==> src/verilog/dcf_pkg.sv <==
// constants for the driver configuration and fault register slice
package dcf_pkg;

	// ----------------------------------------------------------------
	// register offsets (byte addresses on the internal register port)
	// ----------------------------------------------------------------
	localparam logic [7:0] DCF_OFS_GD_SETTINGS_TWO = 8'hAE;
	localparam logic [7:0] DCF_OFS_GD_FAULT_FLAGS = 8'hE0;
	localparam logic [7:0] DCF_OFS_CTRL_FAULT_FLAGS = 8'hE2;

	// ----------------------------------------------------------------
	// reset values
	// ----------------------------------------------------------------
	localparam logic [31:0] DCF_RST_GD_SETTINGS_TWO = 32'h01200000;
	localparam logic [31:0] DCF_RST_GD_FAULT_FLAGS = 32'h00000000;
	localparam logic [31:0] DCF_RST_CTRL_FAULT_FLAGS = 32'h00000000;

	// ----------------------------------------------------------------
	// configuration word field positions
	// ----------------------------------------------------------------
	localparam int DCF_CFG_PARITY_BIT = 31;
	localparam int DCF_CFG_DLY_COMP_BIT = 30;
	localparam int DCF_CFG_TDLY_MSB = 29;
	localparam int DCF_CFG_TDLY_LSB = 26;
	localparam int DCF_CFG_SLEW_BIT = 25;
	localparam int DCF_CFG_SEQ_OFF_BIT = 24;
	localparam int DCF_CFG_CUR_LIM_BIT = 23;
	localparam int DCF_CFG_VSEL_MSB = 22;
	localparam int DCF_CFG_VSEL_LSB = 21;
	localparam int DCF_CFG_OFF_BIT = 20;
	// writable bits; 19..0 are reserved and keep their reset value
	localparam logic [31:0] DCF_CFG_WR_MASK = 32'hFFF00000;

	// target delay: code 0 is automatic, else 0.4 us + (code-1) * 0.2 us
	localparam logic [3:0] DCF_TDLY_AUTO = 4'h0;
	localparam int DCF_TDLY_BASE_NS = 400;
	localparam int DCF_TDLY_STEP_NS = 200;

	// buck voltage codes
	localparam logic [1:0] DCF_VSEL_3V3 = 2'h0;
	localparam logic [1:0] DCF_VSEL_5V0 = 2'h1;
	localparam logic [1:0] DCF_VSEL_4V0 = 2'h2;
	localparam logic [1:0] DCF_VSEL_5V7 = 2'h3;

	// ----------------------------------------------------------------
	// gate-driver fault word field positions
	// ----------------------------------------------------------------
	localparam int DCF_FLT_SUMMARY_BIT = 31;
	localparam int DCF_FLT_SUPPLY_RST_BIT = 27;
	// individual fault bits: 30, 28, 26, 25, 23..16, 14..11
	localparam logic [31:0] DCF_FLT_IND_MASK = 32'h56FF7800;

	// synchroniser depth for pin-side inputs
	localparam int DCF_SYNC_STAGES = 2;

endpackage

==> src/verilog/dcf_sync.sv <==
// two-flop level synchroniser for asynchronous fault inputs
`timescale 1ns/1ps
module dcf_sync #(
	parameter int WIDTH = 1
) (
	input wire logic ref_clk,
	input wire logic sys_rst,
	input wire logic [WIDTH-1:0] async_in,
	output logic [WIDTH-1:0] sync_out
);
	logic [WIDTH-1:0] meta_reg;

	// first stage feeds only the second stage
	always_ff @(posedge ref_clk) begin
		if (sys_rst) begin
			meta_reg <= '0;
			sync_out <= '0;
		end else begin
			meta_reg <= async_in;
			sync_out <= meta_reg;
		end
	end
endmodule

==> src/verilog/dcf_regs.sv <==
// configuration and fault status register bank of the motor driver
// Overview of operation
// RULE1: configuration word two sits at AEh and resets to 01200000h.
// RULE2: bit 30 switches driver delay compensation, reset off.
// RULE3: bits 29-26 pick target delay: 0 automatic, else 0.4 to 3.2 us.
// RULE4: bit 25 picks buck switch slew, 0 fast, 1 slow, reset 0.
// RULE5: bit 24 turns buck sequencing off when set, resets to 1.
// RULE6: bits 22-21 pick buck voltage 3.3/5.0/4.0/5.7 V, reset code 1.
// RULE7: bit 20 turns the buck regulator off when set, reset 0.
// RULE8: host leaves unlisted fault map offsets alone.
// RULE9: read-only gate-driver fault word at E0h, zero after reset.
// RULE10: read-only controller fault word at E2h, zero after reset.
// RULE11: fault word bit 31 is the OR of individual driver faults.
// RULE12: bit 27 reads 0 after a supply power-on reset, else 1.
// RULE13: reserved configuration bits stay at reset value and do nothing.
`timescale 1ns/1ps
module dcf_regs
	import dcf_pkg::*;
(
	input wire logic ref_clk,
	input wire logic sys_rst,
	input wire logic [7:0] reg_addr,
	input wire logic reg_wr_en,
	input wire logic [31:0] reg_wdata,
	input wire logic reg_rd_en,
	output logic [31:0] reg_rdata,
	output logic reg_rd_valid,
	input wire logic [31:0] gd_fault_in,
	input wire logic supply_por_in,
	input wire logic [31:0] ctrl_fault_in,
	output logic cfg_parity,
	output logic delay_comp_en,
	output logic [3:0] target_delay_code,
	output logic target_delay_auto,
	output logic [11:0] target_delay_ns,
	output logic regulator_switch_slew,
	output logic regulator_sequencing_off,
	output logic regulator_current_low,
	output logic [1:0] regulator_voltage_sel,
	output logic regulator_off
);

	// ----------------------------------------------------------------
	// storage
	// ----------------------------------------------------------------
	logic [31:0] gate_driver_settings_two_reg;
	logic [31:0] gate_driver_fault_flags_reg;
	logic [31:0] controller_fault_flags_reg;
	logic [31:0] gd_fault_sync;
	logic supply_por_sync;
	logic [31:0] ctrl_fault_sync;
	logic [31:0] gd_fault_next;
	logic [31:0] settings_next;
	logic [11:0] delay_ns_next;
	logic cfg_wr_hit;

	// ----------------------------------------------------------------
	// input synchronisers
	// ----------------------------------------------------------------
	dcf_sync #(
		.WIDTH(32)
	) u_sync_gd (
		.ref_clk(ref_clk),
		.sys_rst(sys_rst),
		.async_in(gd_fault_in),
		.sync_out(gd_fault_sync)
	);

	dcf_sync #(
		.WIDTH(1)
	) u_sync_por (
		.ref_clk(ref_clk),
		.sys_rst(sys_rst),
		.async_in(supply_por_in),
		.sync_out(supply_por_sync)
	);

	dcf_sync #(
		.WIDTH(32)
	) u_sync_ctrl (
		.ref_clk(ref_clk),
		.sys_rst(sys_rst),
		.async_in(ctrl_fault_in),
		.sync_out(ctrl_fault_sync)
	);

	// ----------------------------------------------------------------
	// configuration word
	// ----------------------------------------------------------------
	// writable fields take the write data, reserved bits keep reset value
	always_comb begin
		settings_next = (reg_wdata & DCF_CFG_WR_MASK) |
			(DCF_RST_GD_SETTINGS_TWO & ~DCF_CFG_WR_MASK); // RULE13
	end

	// write strobe aimed at the configuration word
	always_comb begin
		cfg_wr_hit = reg_wr_en && (reg_addr == DCF_OFS_GD_SETTINGS_TWO); // RULE1
	end

	// stored copy of the word, read back through the read port
	always_ff @(posedge ref_clk) begin
		if (sys_rst) begin
			gate_driver_settings_two_reg <= DCF_RST_GD_SETTINGS_TWO; // RULE1
		end else if (cfg_wr_hit) begin
			gate_driver_settings_two_reg <= settings_next; // RULE1
		end
	end

	// target delay in ns, zero when automatic
	always_comb begin
		if (settings_next[DCF_CFG_TDLY_MSB:DCF_CFG_TDLY_LSB] == DCF_TDLY_AUTO) begin
			delay_ns_next = 12'h000;
		end else begin
			delay_ns_next = 12'(DCF_TDLY_BASE_NS + DCF_TDLY_STEP_NS *
				(int'(settings_next[DCF_CFG_TDLY_MSB:DCF_CFG_TDLY_LSB]) - 1)); // RULE3
		end
	end

	// parity bit, stored only and never checked
	always_ff @(posedge ref_clk) begin
		if (sys_rst) begin
			cfg_parity <= DCF_RST_GD_SETTINGS_TWO[DCF_CFG_PARITY_BIT];
		end else if (cfg_wr_hit) begin
			cfg_parity <= settings_next[DCF_CFG_PARITY_BIT];
		end
	end

	// driver delay compensation switch
	always_ff @(posedge ref_clk) begin
		if (sys_rst) begin
			delay_comp_en <= DCF_RST_GD_SETTINGS_TWO[DCF_CFG_DLY_COMP_BIT]; // RULE2
		end else if (cfg_wr_hit) begin
			delay_comp_en <= settings_next[DCF_CFG_DLY_COMP_BIT]; // RULE2
		end
	end

	// target delay code, automatic flag and delay time move together
	always_ff @(posedge ref_clk) begin
		if (sys_rst) begin
			target_delay_code <= DCF_RST_GD_SETTINGS_TWO[DCF_CFG_TDLY_MSB:DCF_CFG_TDLY_LSB];
			target_delay_auto <= 1'b1; // RULE3
			target_delay_ns <= 12'h000;
		end else if (cfg_wr_hit) begin
			target_delay_code <= settings_next[DCF_CFG_TDLY_MSB:DCF_CFG_TDLY_LSB]; // RULE3
			target_delay_auto <=
				(settings_next[DCF_CFG_TDLY_MSB:DCF_CFG_TDLY_LSB] == DCF_TDLY_AUTO); // RULE3
			target_delay_ns <= delay_ns_next; // RULE3
		end
	end

	// buck switch slew rate, fast after reset
	always_ff @(posedge ref_clk) begin
		if (sys_rst) begin
			regulator_switch_slew <= DCF_RST_GD_SETTINGS_TWO[DCF_CFG_SLEW_BIT]; // RULE4
		end else if (cfg_wr_hit) begin
			regulator_switch_slew <= settings_next[DCF_CFG_SLEW_BIT]; // RULE4
		end
	end

	// buck power sequencing, off after reset
	always_ff @(posedge ref_clk) begin
		if (sys_rst) begin
			regulator_sequencing_off <= DCF_RST_GD_SETTINGS_TWO[DCF_CFG_SEQ_OFF_BIT]; // RULE5
		end else if (cfg_wr_hit) begin
			regulator_sequencing_off <= settings_next[DCF_CFG_SEQ_OFF_BIT]; // RULE5
		end
	end

	// buck current limit, stored as a plain field
	always_ff @(posedge ref_clk) begin
		if (sys_rst) begin
			regulator_current_low <= DCF_RST_GD_SETTINGS_TWO[DCF_CFG_CUR_LIM_BIT];
		end else if (cfg_wr_hit) begin
			regulator_current_low <= settings_next[DCF_CFG_CUR_LIM_BIT];
		end
	end

	// buck output voltage code
	always_ff @(posedge ref_clk) begin
		if (sys_rst) begin
			regulator_voltage_sel <=
				DCF_RST_GD_SETTINGS_TWO[DCF_CFG_VSEL_MSB:DCF_CFG_VSEL_LSB]; // RULE6
		end else if (cfg_wr_hit) begin
			regulator_voltage_sel <= settings_next[DCF_CFG_VSEL_MSB:DCF_CFG_VSEL_LSB]; // RULE6
		end
	end

	// buck regulator disable
	always_ff @(posedge ref_clk) begin
		if (sys_rst) begin
			regulator_off <= DCF_RST_GD_SETTINGS_TWO[DCF_CFG_OFF_BIT]; // RULE7
		end else if (cfg_wr_hit) begin
			regulator_off <= settings_next[DCF_CFG_OFF_BIT]; // RULE7
		end
	end

	// ----------------------------------------------------------------
	// fault status words
	// ----------------------------------------------------------------
	// assemble the gate-driver word from live fault levels
	always_comb begin
		gd_fault_next = gd_fault_sync & DCF_FLT_IND_MASK;
		gd_fault_next[DCF_FLT_SUPPLY_RST_BIT] = ~supply_por_sync; // RULE12
		gd_fault_next[DCF_FLT_SUMMARY_BIT] = |(gd_fault_sync & DCF_FLT_IND_MASK); // RULE11
	end

	// status words follow the hardware, writes never touch them
	always_ff @(posedge ref_clk) begin
		if (sys_rst) begin
			gate_driver_fault_flags_reg <= DCF_RST_GD_FAULT_FLAGS; // RULE9
			controller_fault_flags_reg <= DCF_RST_CTRL_FAULT_FLAGS; // RULE10
		end else begin
			gate_driver_fault_flags_reg <= gd_fault_next; // RULE9
			controller_fault_flags_reg <= ctrl_fault_sync; // RULE10
		end
	end

	// ----------------------------------------------------------------
	// read port
	// ----------------------------------------------------------------
	// read data one cycle after the strobe; unmapped reads return zero
	always_ff @(posedge ref_clk) begin
		if (sys_rst) begin
			reg_rdata <= 32'h00000000;
			reg_rd_valid <= 1'b0;
		end else begin
			reg_rd_valid <= reg_rd_en;
			if (reg_rd_en) begin
				unique case (reg_addr)
					DCF_OFS_GD_SETTINGS_TWO: reg_rdata <= gate_driver_settings_two_reg;
					DCF_OFS_GD_FAULT_FLAGS: reg_rdata <= gate_driver_fault_flags_reg; // RULE9
					DCF_OFS_CTRL_FAULT_FLAGS: reg_rdata <= controller_fault_flags_reg; // RULE10
					default: reg_rdata <= 32'h00000000; // RULE8
				endcase
			end
		end
	end

endmodule

==> config.mk <==
export PLATFORM = sky130hd
export DESIGN_NAME = dcf_regs
export DESIGN_NICKNAME = d
export VERILOG_FILES = /design/src/verilog/dcf_pkg.sv /design/src/verilog/dcf_sync.sv /design/src/verilog/dcf_regs.sv
export SDC_FILE = /design/constraint.sdc
export NUM_CORES = 1
export LEC_CHECK = 0
export BUFFER_PORTS_ARGS = -buffer_cell sky130_fd_sc_hd__buf_2
export CAP_MARGIN = 20
export CELL_PAD_IN_SITES_DETAIL_PLACEMENT = 0
export CELL_PAD_IN_SITES_GLOBAL_PLACEMENT = 1
export CORE_MARGIN = 3
export CORE_UTILIZATION = 42
export CTS_BUF_LIST = sky130_fd_sc_hd__clkbuf_2 sky130_fd_sc_hd__clkbuf_4 sky130_fd_sc_hd__clkbuf_8
export CTS_CLUSTER_DIAMETER = 30
export DETAILED_ROUTE_END_ITERATION = 16
export PLACE_DENSITY = 0.87
export SYNTH_ARGS = -nofsm -noshare
export SYNTH_HDL_FRONTEND = slang
export SYNTH_SLANG_ARGS = --single-unit
==> constraint.sdc <==
create_clock -name ref_clk -period 4.3 [get_ports ref_clk]
set_input_delay 0.43 -clock ref_clk [delete_from_list [all_inputs] [get_ports ref_clk]]
set_output_delay 0.43 -clock ref_clk [all_outputs]
set_load 0.005 [all_outputs]
== Word level (Yosys, flattened, before mapping) ==
Cells that the tools add are included.

* Register bits after elaboration: 262
* Input port bits: 109
* Output and inout bits: 58

* $add $sub $neg: 2
* Multiply operators: 1
* Equal/unequal tests: 3
* Muxes and demuxes: 2
* Bitwise logic cells: 1
* Reduce and logical (&&, ||, !) cells: 3

{| class="wikitable"
|+ Operators by type and width
! kind !! number
|-
| $pmux W32 S3 || 1
|-
| $eq A8 B8 Y1 const B || 3
|-
| $reduce_or A16 Y1 || 1
|-
| $add A10 B12 Y12 const A || 1
|-
| $mux W12 || 1
|-
| $mul A6 B5 Y9 const A || 1
|-
| $sub A4 B1 Y5 const B || 1
|-
| $logic_not A4 Y1 || 1
|-
| $logic_and A1 B1 Y1 || 1
|-
| $not A1 Y1 || 1
|}

== Longest topological paths before layout ==
Gate-level depths: netlist of run 1.

* Depth after elaboration: 4
* Gate-level depth with buffers: 13
* Mapped depth without buffers: 13

== Cells and area by module ==
A second synthesis of run 1 with hierarchy kept.

* Cells, all modules: 704
* Area, all modules: 8086.5 um^2

{| class="wikitable"
|+ Modules (own cells, without submodules)
! module !! instances !! cells an instance !! area each (um^2) !! sequential area each (um^2)
|-
| dcf_regs || 1 || 430 || 4197.8 || 2102.0
|-
| dcf_sync (u_sync_ctrl ...) || 2 || 135 || 1918.1 || 1281.2
|-
| dcf_sync (u_sync_por) || 1 || 4 || 52.6 || 40.0
|}

== Least setup slack after synthesis of run 1 ==
Ideal clock, no wire load.

* Kind: input to register
* Start point: in reg_wdata[26]
* End point: reg target_delay_ns[11]
* Setup time: 0.096 ns
* Arrival: 3.265 ns
* Data required time: 4.204 ns
* Path slack: 0.940 ns
* Stages on the path: 12
* Cells stage by stage: nor3_1 > xor2_1 > inv_1 > fa_1 > inv_1 > ha_1 > ha_1 > fa_1 > xor2_1 > nand3_1 > xnor2_1 > o41ai_2

* Longest elaborated chain between the ends: 4

{| class="wikitable"
|+ RTL lines
! what !! line !! RTL
|-
| start, declared || dcf_regs.sv:24 || <nowiki>input wire logic [31:0] reg_wdata,</nowiki>
|-
| $sub A4 B1 Y5 || dcf_regs.sv:116 || <nowiki>(int'(settings_next[DCF_CFG_TDLY_MSB:DCF_CFG_TDLY_LSB]) - 1));</nowiki>
|-
| $mul A6 B5 Y9 || dcf_regs.sv:115 || <nowiki>delay_ns_next = 12'(DCF_TDLY_BASE_NS + DCF_TDLY_STEP_NS *</nowiki>
|-
| $add A10 B12 Y12 || dcf_regs.sv:115 ||
|-
| $mux W12 * || dcf_regs.sv:112 || <nowiki>if (settings_next[DCF_CFG_TDLY_MSB:DCF_CFG_TDLY_LSB] == DCF_TDLY_AUTO) begin</nowiki>
|-
| end signal, assigned || dcf_regs.sv:148 || <nowiki>target_delay_ns <= delay_ns_next;</nowiki>
|-
| end, declared || dcf_regs.sv:35 || <nowiki>output logic [11:0] target_delay_ns,</nowiki>
|}

Every way passes the cells marked *; elsewhere a longest branch is shown, timed or not.
A chain may end at the register's enable or synchronous reset.

== Worst setup path in the final report of run 1 ==
Same ends and word-level chain as after synthesis.

==> results.py, run 1 <==
metrics = {
    "synthesis": {
        "netlist_area_mm2": 0.00676,
        "synth_area_leaders": "sky130_fd_sc_hd__dfxtp_1 (60%), sky130_fd_sc_hd__nor2b_1 (14%), sky130_fd_sc_hd__a22oi_1 (4.2%)",
        "synthesis.yosys.warnings": 0,
        "library_cell_with_the_largest_summed_area_after_synthesis": "sky130_fd_sc_hd__dfxtp_1",
        "synthCells": 625,
        "netlist-cell-type-count": 41,
        "yosysTopAreaCellShare_pct": 60.1,
        "yosysSeqAreaShare_pct": 60.1,
        "synth_seq_cells": 203,
        "synth_area_per_cell_um2": 10.8,
    },
    "critical_path": {
        "criticalPathCategory": "in2reg",
        "slowest_stage": "sky130_fd_sc_hd__fa_1",
        "path_buf_inv": 3,
        "path_max_fanout": 6,
        "timing.critical_path.to_type": "register",
        "rr_endpoint": "gate_driver_fault_flags_reg[31]$_SDFF_PP0_",
        "critPathMaxStageDelay_ns": 0.55,
        "r2r_cells": 2,
        "cp.required_ns": 4.66,
        "setup_slack_reg_to_reg_ns": 3.19,
        "critical_path_startpoint_category": "primary input",
        "cp_cell_sequence": "buf_2 > nor3_1 > xor2_1 > inv_1 > fa_1 > inv_1 > ha_1 > ha_1 > fa_1 > xor2_1 > nand3_1 > xnor2_1 > o41ai_2",
        "worst-endpoint-arrival_ns": 3.60,
        "crit_family": "adder cells",
        "r2r_start": "u_sync_gd.sync_out[12]$_SDFF_PP0_",
    },
    "routing": {
        "drt_pass1_iterations": 4,
        "route.detailed.wl_per_inst_um": 13.4,
        "detail_route.iter0.violations": 203,
        "number_of_remaining_drc_errors": 0,
        "finalWirelength_um": 13400,
        "post_drt_via_cell_ratio": 4.56,
        "vias": 4537,
        "antenna_left": 0,
    },
    "floorplan": {
        "initial_core_util_pct": 43.6,
        "placement_rows": 45,
        "die-width_um": 133,
        "core_area_mm2": 0.0155,
        "die-area_mm2": 0.0176,
        "pin_count": 167,
        "die_y_um": 133,
    },
    "timing": {
        "final-setup-viol-count": 0,
        "worst-slew-pin-transition_ns": 0.824,
        "report.final.slew_viol_count": 0,
        "unrepaired_setup_endpoints_after_global_routing": "false",
        "timing.final.crit_share_pct": 75.4,
        "fin_setup_tns_ns": 0,
        "maxClockFrequency_ghz": 0.308,
        "hold_viol": 0,
        "fin_skew_ns": 0.0115,
        "timing.slew.headroom_pct": 45.0,
        "fin_crit_ns": 3.24,
    },
    "power": {
        "share_clk_of_total_power_pct": 45.7,
        "cell_internal_pwr_w": 0.00320,
        "power.switching_fraction_pct": 22.2,
        "power.share.sequential_pct": 47.5,
        "cellLeakagePower_nw": 3.60,
        "total_switching_power_w": 0.000910,
        "power_density_mw_per_mm2": 493,
        "share_comb_of_total_power_pct": 6.8,
        "vdd_ir_drop_max_mv": 0.305,
    },
    "clock_tree": {
        "cts_hold_repair.buffers": 0,
        "path_clk_slew_ns": 0.06,
        "cts-root-buf": "sky130_fd_sc_hd__clkbuf_8",
        "clock_tree.buffer_depth": 3,
        "cts_inserted_buffers": 37,
        "cts-resized-gates": 0,
        "clk_latency_ns": 0.50,
        "clkSinkCount": 203,
        "cts_tree": "done",
        "post_cts_setup_driven_buffer_insertion_count": 0,
        "htree_num_levels": 2,
    },
    "place": {
        "dp.final_hpwl_um": 9050,
        "gp_congestion": 0.789,
        "port_buffers": 127,
    },
    "grt": {
        "grt_start_max_net_pins": 123,
        "grt_util_all_layers_pct": 14.9,
        "grt_first_pass_wirelength_um": 21500,
        "via_count_of_the_first_global_routing_pass": 4541,
        "global_route.overflow_total": 0,
        "grt_antenna_before_repair": 0,
    },
    "hold_path": {
        "hp-start": "ctrl_fault_in[10]",
        "worst_hold_path.endpoint": "u_sync_ctrl.meta_reg[10]$_SDFF_PP0_",
        "min-delay-path-class": "in2reg",
        "hold_path_depth": 2,
    },
    "cells_and_area": {
        "synthToLayoutAreaGrowth_pct": 23.3,
        "postLayoutCoreUtil_pct": 53.8,
        "layout_common_cells": "sky130_fd_sc_hd__dfxtp_1 (203), sky130_fd_sc_hd__nor2b_1 (146), sky130_fd_sc_hd__buf_2 (126), sky130_fd_sc_hd__nor2_1 (57), sky130_fd_sc_hd__clkbuf_8 (46)",
        "multiInputGateArea_mm2": 0.00248,
        "nFillCells": 1390,
        "drive_above_1_share_pct": 28.7,
        "finish.net_count": 884,
        "layout.cells.most_common": "sky130_fd_sc_hd__dfxtp_1",
        "ff_latch_area_mm2": 0.00406,
        "diodes": 0,
    },
    "status": {
        "status": "completed",
    },
    "job": {
        "cap_viol_max_count": 0,
    },
}
## through the flow
stage	hold WS, ns	setup WS (ns)	power [W]	instances	cell area (um2)
2_1_floorplan	0.368	0.940	0.00219	627	6770
5_1_grt	0.111	0.824	0.00428	996	8330
3_3_place_gp	0.375	0.586	0.00226	929	7500
3_5_place_dp	0.382	0.519	0.00227	930	7530
4_1_cts	0.117	1.06	0.00416	995	8330
6_report	0.141	1.06	0.00411	996	8330
## how the worst max path moves through the flow
stage / from / to / slack, ns / depth (start not counted)
after floorplan: reg_wdata[26] / target_delay_ns[11]$_SDFFE_PP0P_ / 0.94 / 12
after global placement: reg_wdata[26] / target_delay_ns[11]$_SDFFE_PP0P_ / 0.59 / 13
after detailed placement: reg_wdata[26] / target_delay_ns[11]$_SDFFE_PP0P_ / 0.52 / 13
after CTS: reg_wdata[26] / target_delay_ns[11]$_SDFFE_PP0P_ / 1.06 / 13
after global routing: reg_wdata[26] / target_delay_ns[11]$_SDFFE_PP0P_ / 0.82 / 13
final: reg_wdata[26] / target_delay_ns[11]$_SDFFE_PP0P_ / 1.06 / 13
## power by group through the flow
stage,Clock [W],Sequential (W),Combinational (W)
after floorplan,0,0.00199,0.000202
after global placement,0,0.00199,0.000269
final,0.00188,0.00195,0.000279
after detailed placement,0,0.00199,0.000279
after global routing,0.00201,0.00196,0.000312
after CTS,0.00192,0.00195,0.000281
## logic make-up after synthesis
| group | Yosys count | share of synthesized area [%] |
|---|---|---|
| AO/OA/AOI/OAI | 72 | 7.18 |
| XOR/XNOR | 12 | 1.67 |
| adder cells (fa/ha/maj) | 16 | 3.30 |
| buffers and inverters | 47 | 3.28 |
| flip-flops | 203 | 60.1 |
| multiplexers | 18 | 3.00 |
| other | 1 | 0.0555 |
| AND/OR/NAND/NOR | 256 | 21.4 |
## synth_stat cells
master / number
sky130_fd_sc_hd__a211o_1: 1
sky130_fd_sc_hd__a21o_1: 1
sky130_fd_sc_hd__a21oi_1: 27
sky130_fd_sc_hd__a22oi_1: 38
sky130_fd_sc_hd__a41oi_1: 1
sky130_fd_sc_hd__and2_1: 1
sky130_fd_sc_hd__and3_1: 1
sky130_fd_sc_hd__and3b_2: 1
sky130_fd_sc_hd__and4b_1: 1
sky130_fd_sc_hd__and4bb_4: 1
sky130_fd_sc_hd__buf_1: 1
sky130_fd_sc_hd__buf_2: 9
sky130_fd_sc_hd__buf_4: 5
sky130_fd_sc_hd__buf_6: 2
sky130_fd_sc_hd__clkbuf_1: 21
sky130_fd_sc_hd__conb_1: 1
sky130_fd_sc_hd__dfxtp_1: 203
sky130_fd_sc_hd__fa_1: 3
sky130_fd_sc_hd__ha_1: 13
sky130_fd_sc_hd__inv_1: 9
sky130_fd_sc_hd__mux2_2: 18
sky130_fd_sc_hd__nand2_1: 28
sky130_fd_sc_hd__nand2_4: 1
sky130_fd_sc_hd__nand2b_1: 1
sky130_fd_sc_hd__nand3_1: 1
sky130_fd_sc_hd__nand3b_1: 3
sky130_fd_sc_hd__nand4_4: 1
sky130_fd_sc_hd__nor2_1: 57
sky130_fd_sc_hd__nor2_2: 1
sky130_fd_sc_hd__nor2_4: 2
sky130_fd_sc_hd__nor2b_1: 146
sky130_fd_sc_hd__nor3_1: 5
sky130_fd_sc_hd__nor3b_4: 1
sky130_fd_sc_hd__nor4_1: 4
sky130_fd_sc_hd__o211ai_1: 1
sky130_fd_sc_hd__o21ai_2: 1
sky130_fd_sc_hd__o21bai_1: 1
sky130_fd_sc_hd__o41ai_2: 1
sky130_fd_sc_hd__xnor2_1: 6
sky130_fd_sc_hd__xnor2_2: 1
sky130_fd_sc_hd__xor2_1: 5
## cell type report
class                   count  share of cell area (%)
inverters                   9                   0.405
clock buffers              50                    7.96
multi-input cells         377                    29.8
well taps                 211                    3.17
repair buffers            131                    8.30
clock inverters            15                    1.65
flip-flops and latches    203                    48.8
## metal layers
metal / share of wire [%] / up-vias / global-route usage [%]
li1: - / 2308 / -
met1: 46 / 2087 / 18.3
met2: 46 / 120 / 24.1
met3: 5.7 / 22 / 4.98
met4: 2.0 / 0 / 6.12
met5: 0 / - / 0
(Power assumes the default switching activity.)
==> inputs of run 2 (changes only) <==
Settings changed: ABC_AREA set to 1, CORE_UTILIZATION 42 to 36, PLACE_DENSITY 0.87 to 0.83.
Clock period 4.3 ns to 2.6 ns, I/O delays scaled along.
==> results.py, run 2 <==
metrics = {
    "place": {
        "dp.final_hpwl_um": 10600,
        "placement.cell_area_mm2": 0.00817,
        "gp_congestion": 0.816,
        "port_buffers": 127,
        "post-place-cells": 1240,
    },
    "routing": {
        "wl_met3_um": 858,
        "vias": 5684,
        "route.detailed.wl_per_inst_um": 11.6,
        "drt_pass1_iterations": 4,
        "top_signal_layer_used": "met4",
        "met1_wire_length_um": 7320,
        "post_drt_via_cell_ratio": 4.13,
        "detail_route.iter0.violations": 265,
        "dr_wl_met2_um": 7490,
        "antenna_left": 0,
        "number_of_remaining_drc_errors": 0,
        "finalWirelength_um": 16000,
    },
    "synthesis": {
        "postSynth.asyncResetShare_pct": 0,
        "synth.area.mux_share_pct": 0,
        "synth_compound_gate_area_share_pct": 5.47,
        "synth_simple_gate_area_share_pct": 21.8,
        "post_synth_fa_ha_maj_area_fraction_pct": 3.11,
        "synth_seq_cells": 203,
        "synthFlopType": "sky130_fd_sc_hd__dfxtp_1",
        "synth_area_leaders": "sky130_fd_sc_hd__dfxtp_1 (57%), sky130_fd_sc_hd__inv_1 (9.0%), sky130_fd_sc_hd__nor2_1 (8.2%)",
        "synth_edf_count": 0,
        "yosysSeqAreaShare_pct": 56.8,
        "synthCells": 878,
        "synth_xor_area_share_pct": 0.489,
        "synth_area_per_cell_um2": 8.16,
        "largest_family_of_logic_cells_by_synthesized_area": "simple AND/OR/NAND/NOR gates",
        "synthesis.yosys.warnings": 0,
        "netlist_area_mm2": 0.00716,
        "post_synth_most_frequent_cells": "sky130_fd_sc_hd__dfxtp_1 (203), sky130_fd_sc_hd__inv_1 (172), sky130_fd_sc_hd__nor2_1 (156), sky130_fd_sc_hd__nand2_1 (131), sky130_fd_sc_hd__a21oi_1 (50)",
        "synthMostInstantiatedCell": "sky130_fd_sc_hd__dfxtp_1",
        "library_cell_with_the_largest_summed_area_after_synthesis": "sky130_fd_sc_hd__dfxtp_1",
        "yosysTopAreaCellShare_pct": 56.8,
        "netlist-cell-type-count": 34,
    },
    "cells_and_area": {
        "final_design_area_no_fill_mm2": 0.00976,
        "synthToLayoutAreaGrowth_pct": 36.4,
        "layout.cells.most_common": "sky130_fd_sc_hd__dfxtp_1",
        "drive_above_1_share_pct": 24.1,
        "postLayoutCoreUtil_pct": 51.0,
        "finish.net_count": 1211,
        "post_layout_instance_count_excluding_filler_cells": 1377,
        "diodes": 0,
        "layout_common_cells": "sky130_fd_sc_hd__dfxtp_1 (203), sky130_fd_sc_hd__inv_1 (164), sky130_fd_sc_hd__nor2_1 (154), sky130_fd_sc_hd__nand2_1 (129), sky130_fd_sc_hd__buf_2 (126)",
    },
    "floorplan": {
        "pin_count": 167,
        "placement_rows": 50,
        "die-width_um": 147,
        "die-area_mm2": 0.0216,
        "initial_core_util_pct": 37.4,
        "core_area_mm2": 0.0191,
        "die_y_um": 147,
    },
    "critical_path": {
        "path_max_fanout": 5,
        "criticalPathCategory": "in2reg",
        "rr_endpoint": "gate_driver_settings_two_reg[23]$_SDFFE_PP0P_",
        "cp.required_ns": 3.00,
        "critical_path_startpoint_category": "primary input",
        "timing.critical_path.to_type": "register",
        "r2r_cells": 3,
        "worst-endpoint-arrival_ns": 2.87,
        "setup_slack_reg_to_reg_ns": 1.33,
        "r2r_start": "gate_driver_settings_two_reg[23]$_SDFFE_PP0P_",
    },
    "timing": {
        "timing.final.crit_share_pct": 95.0,
        "timing.slew.headroom_pct": 51.2,
        "final-setup-viol-count": 0,
        "maxClockFrequency_ghz": 0.405,
        "hold_viol": 0,
        "unrepaired_setup_endpoints_after_global_routing": "false",
        "fin_skew_ns": 0.0130,
        "worst-slew-pin-transition_ns": 0.732,
        "fin_setup_tns_ns": 0,
        "fin_crit_ns": 2.47,
        "report.final.slew_viol_count": 0,
    },
    "grt": {
        "grt_util_all_layers_pct": 14.8,
        "grt_first_pass_wirelength_um": 26600,
        "grt_start_max_net_pins": 171,
        "global_route.overflow_total": 0,
        "grt_antenna_before_repair": 0,
        "via_count_of_the_first_global_routing_pass": 5632,
    },
    "clock_tree": {
        "htree_num_levels": 2,
        "clock_tree.buffer_depth": 3,
        "cts_inserted_buffers": 40,
        "cts_tree": "done",
        "clk_latency_ns": 0.52,
        "post_cts_setup_driven_buffer_insertion_count": 0,
        "clkSinkCount": 203,
        "cts-root-buf": "sky130_fd_sc_hd__clkbuf_8",
        "path_clk_slew_ns": 0.05,
    },
    "power": {
        "power_density_mw_per_mm2": 774,
        "cellLeakagePower_nw": 4.63,
        "vdd_ir_drop_max_mv": 0.285,
    },
    "hold_path": {
        "hold_path_depth": 3,
        "hp-start": "reg_wdata[26]",
        "worst_hold_path.endpoint": "target_delay_code[0]$_SDFFE_PP0P_",
        "min-delay-path-class": "in2reg",
    },
    "status": {
        "status": "completed",
    },
    "job": {
        "cap_viol_max_count": 0,
    },
}
run 2: metrics by stage:
stage	hold WS [ns]	worst slack, ns	total power [W]
2_1_floorplan	0.367	-0.110	0.00368
3_3_place_gp	0.381	-0.345	0.00385
3_5_place_dp	0.376	-0.399	0.00386
4_1_cts	0.0123	0.155	0.00766
5_1_grt	0.0221	0.0169	0.00791
6_report	0.0466	0.130	0.00756
run 2: where the power goes:
group	internal (W)	switching, W
clock network	0.00236	0.00135
logic	0.000291	0.000315
registers	0.00322	0.0000312
run 2: per-layer routing:
metal	GRT usage (%)	vias up
met4	5.27	0
met1	18.8	2490
met2	24.9	137
met3	3.30	32
met5	0	-
li1	-	3025
run 2: worst max-delay path by stage:
| stage | startpoint | end | slack (ns) | cells past startpoint |
|---|---|---|---|---|
| 2_1_floorplan | reg_wdata[29] | target_delay_ns[11]$_SDFFE_PP0P_ | -0.11 | 15 |
| 5_1_grt | reg_wdata[26] | target_delay_ns[11]$_SDFFE_PP0P_ | 0.02 | 17 |
| 6_report | reg_wdata[29] | target_delay_ns[11]$_SDFFE_PP0P_ | 0.13 | 16 |
| 3_3_place_gp | reg_wdata[29] | target_delay_ns[10]$_SDFFE_PP0P_ | -0.34 | 14 |
| 4_1_cts | reg_wdata[29] | target_delay_ns[11]$_SDFFE_PP0P_ | 0.16 | 16 |
| 3_5_place_dp | reg_wdata[29] | target_delay_ns[11]$_SDFFE_PP0P_ | -0.40 | 16 |
run 2: cells by family (layout without fill, tap and decap cells):
logic type / Yosys count / after routing
buf+inv: 216 / 453
compound gates: 74 / 74
xor+xnor: 4 / 4
simple gates: 364 / 364
fa+ha+maj: 16 / 16
flops: 203 / 203
other cells: 1 / 3
run 2: what timing repair did:
action                                 in CTS  in global routing
endpoints found under the hold margin      67                  0
gates resized for setup                     0                  0
hold buffers                               64                  0
run 2: critical path: stages:
cell                      delay (ns)
sky130_fd_sc_hd__buf_2          0.14
sky130_fd_sc_hd__nor2_4         0.12
sky130_fd_sc_hd__inv_2          0.06
sky130_fd_sc_hd__o21a_1         0.21
sky130_fd_sc_hd__fa_1           0.57
sky130_fd_sc_hd__inv_2          0.05
sky130_fd_sc_hd__ha_4           0.15
sky130_fd_sc_hd__fa_1           0.52
sky130_fd_sc_hd__ha_4           0.22
sky130_fd_sc_hd__or2_4          0.23
sky130_fd_sc_hd__nand3_2        0.07
sky130_fd_sc_hd__inv_1          0.04
sky130_fd_sc_hd__nand2_1        0.06
sky130_fd_sc_hd__nand2_1        0.04
sky130_fd_sc_hd__nand3_1        0.07
sky130_fd_sc_hd__a21oi_1        0.06
run 2: final cells by class:
cell class,instances,area [um2]
Clock buffer,54,693
Clock inverter,19,264
Fill cell,1896,9380
Inverter,174,662
Multi-Input combinational cell,461,2350
Sequential cell,203,4060
Tap cell,260,325
Timing Repair Buffer,206,1410
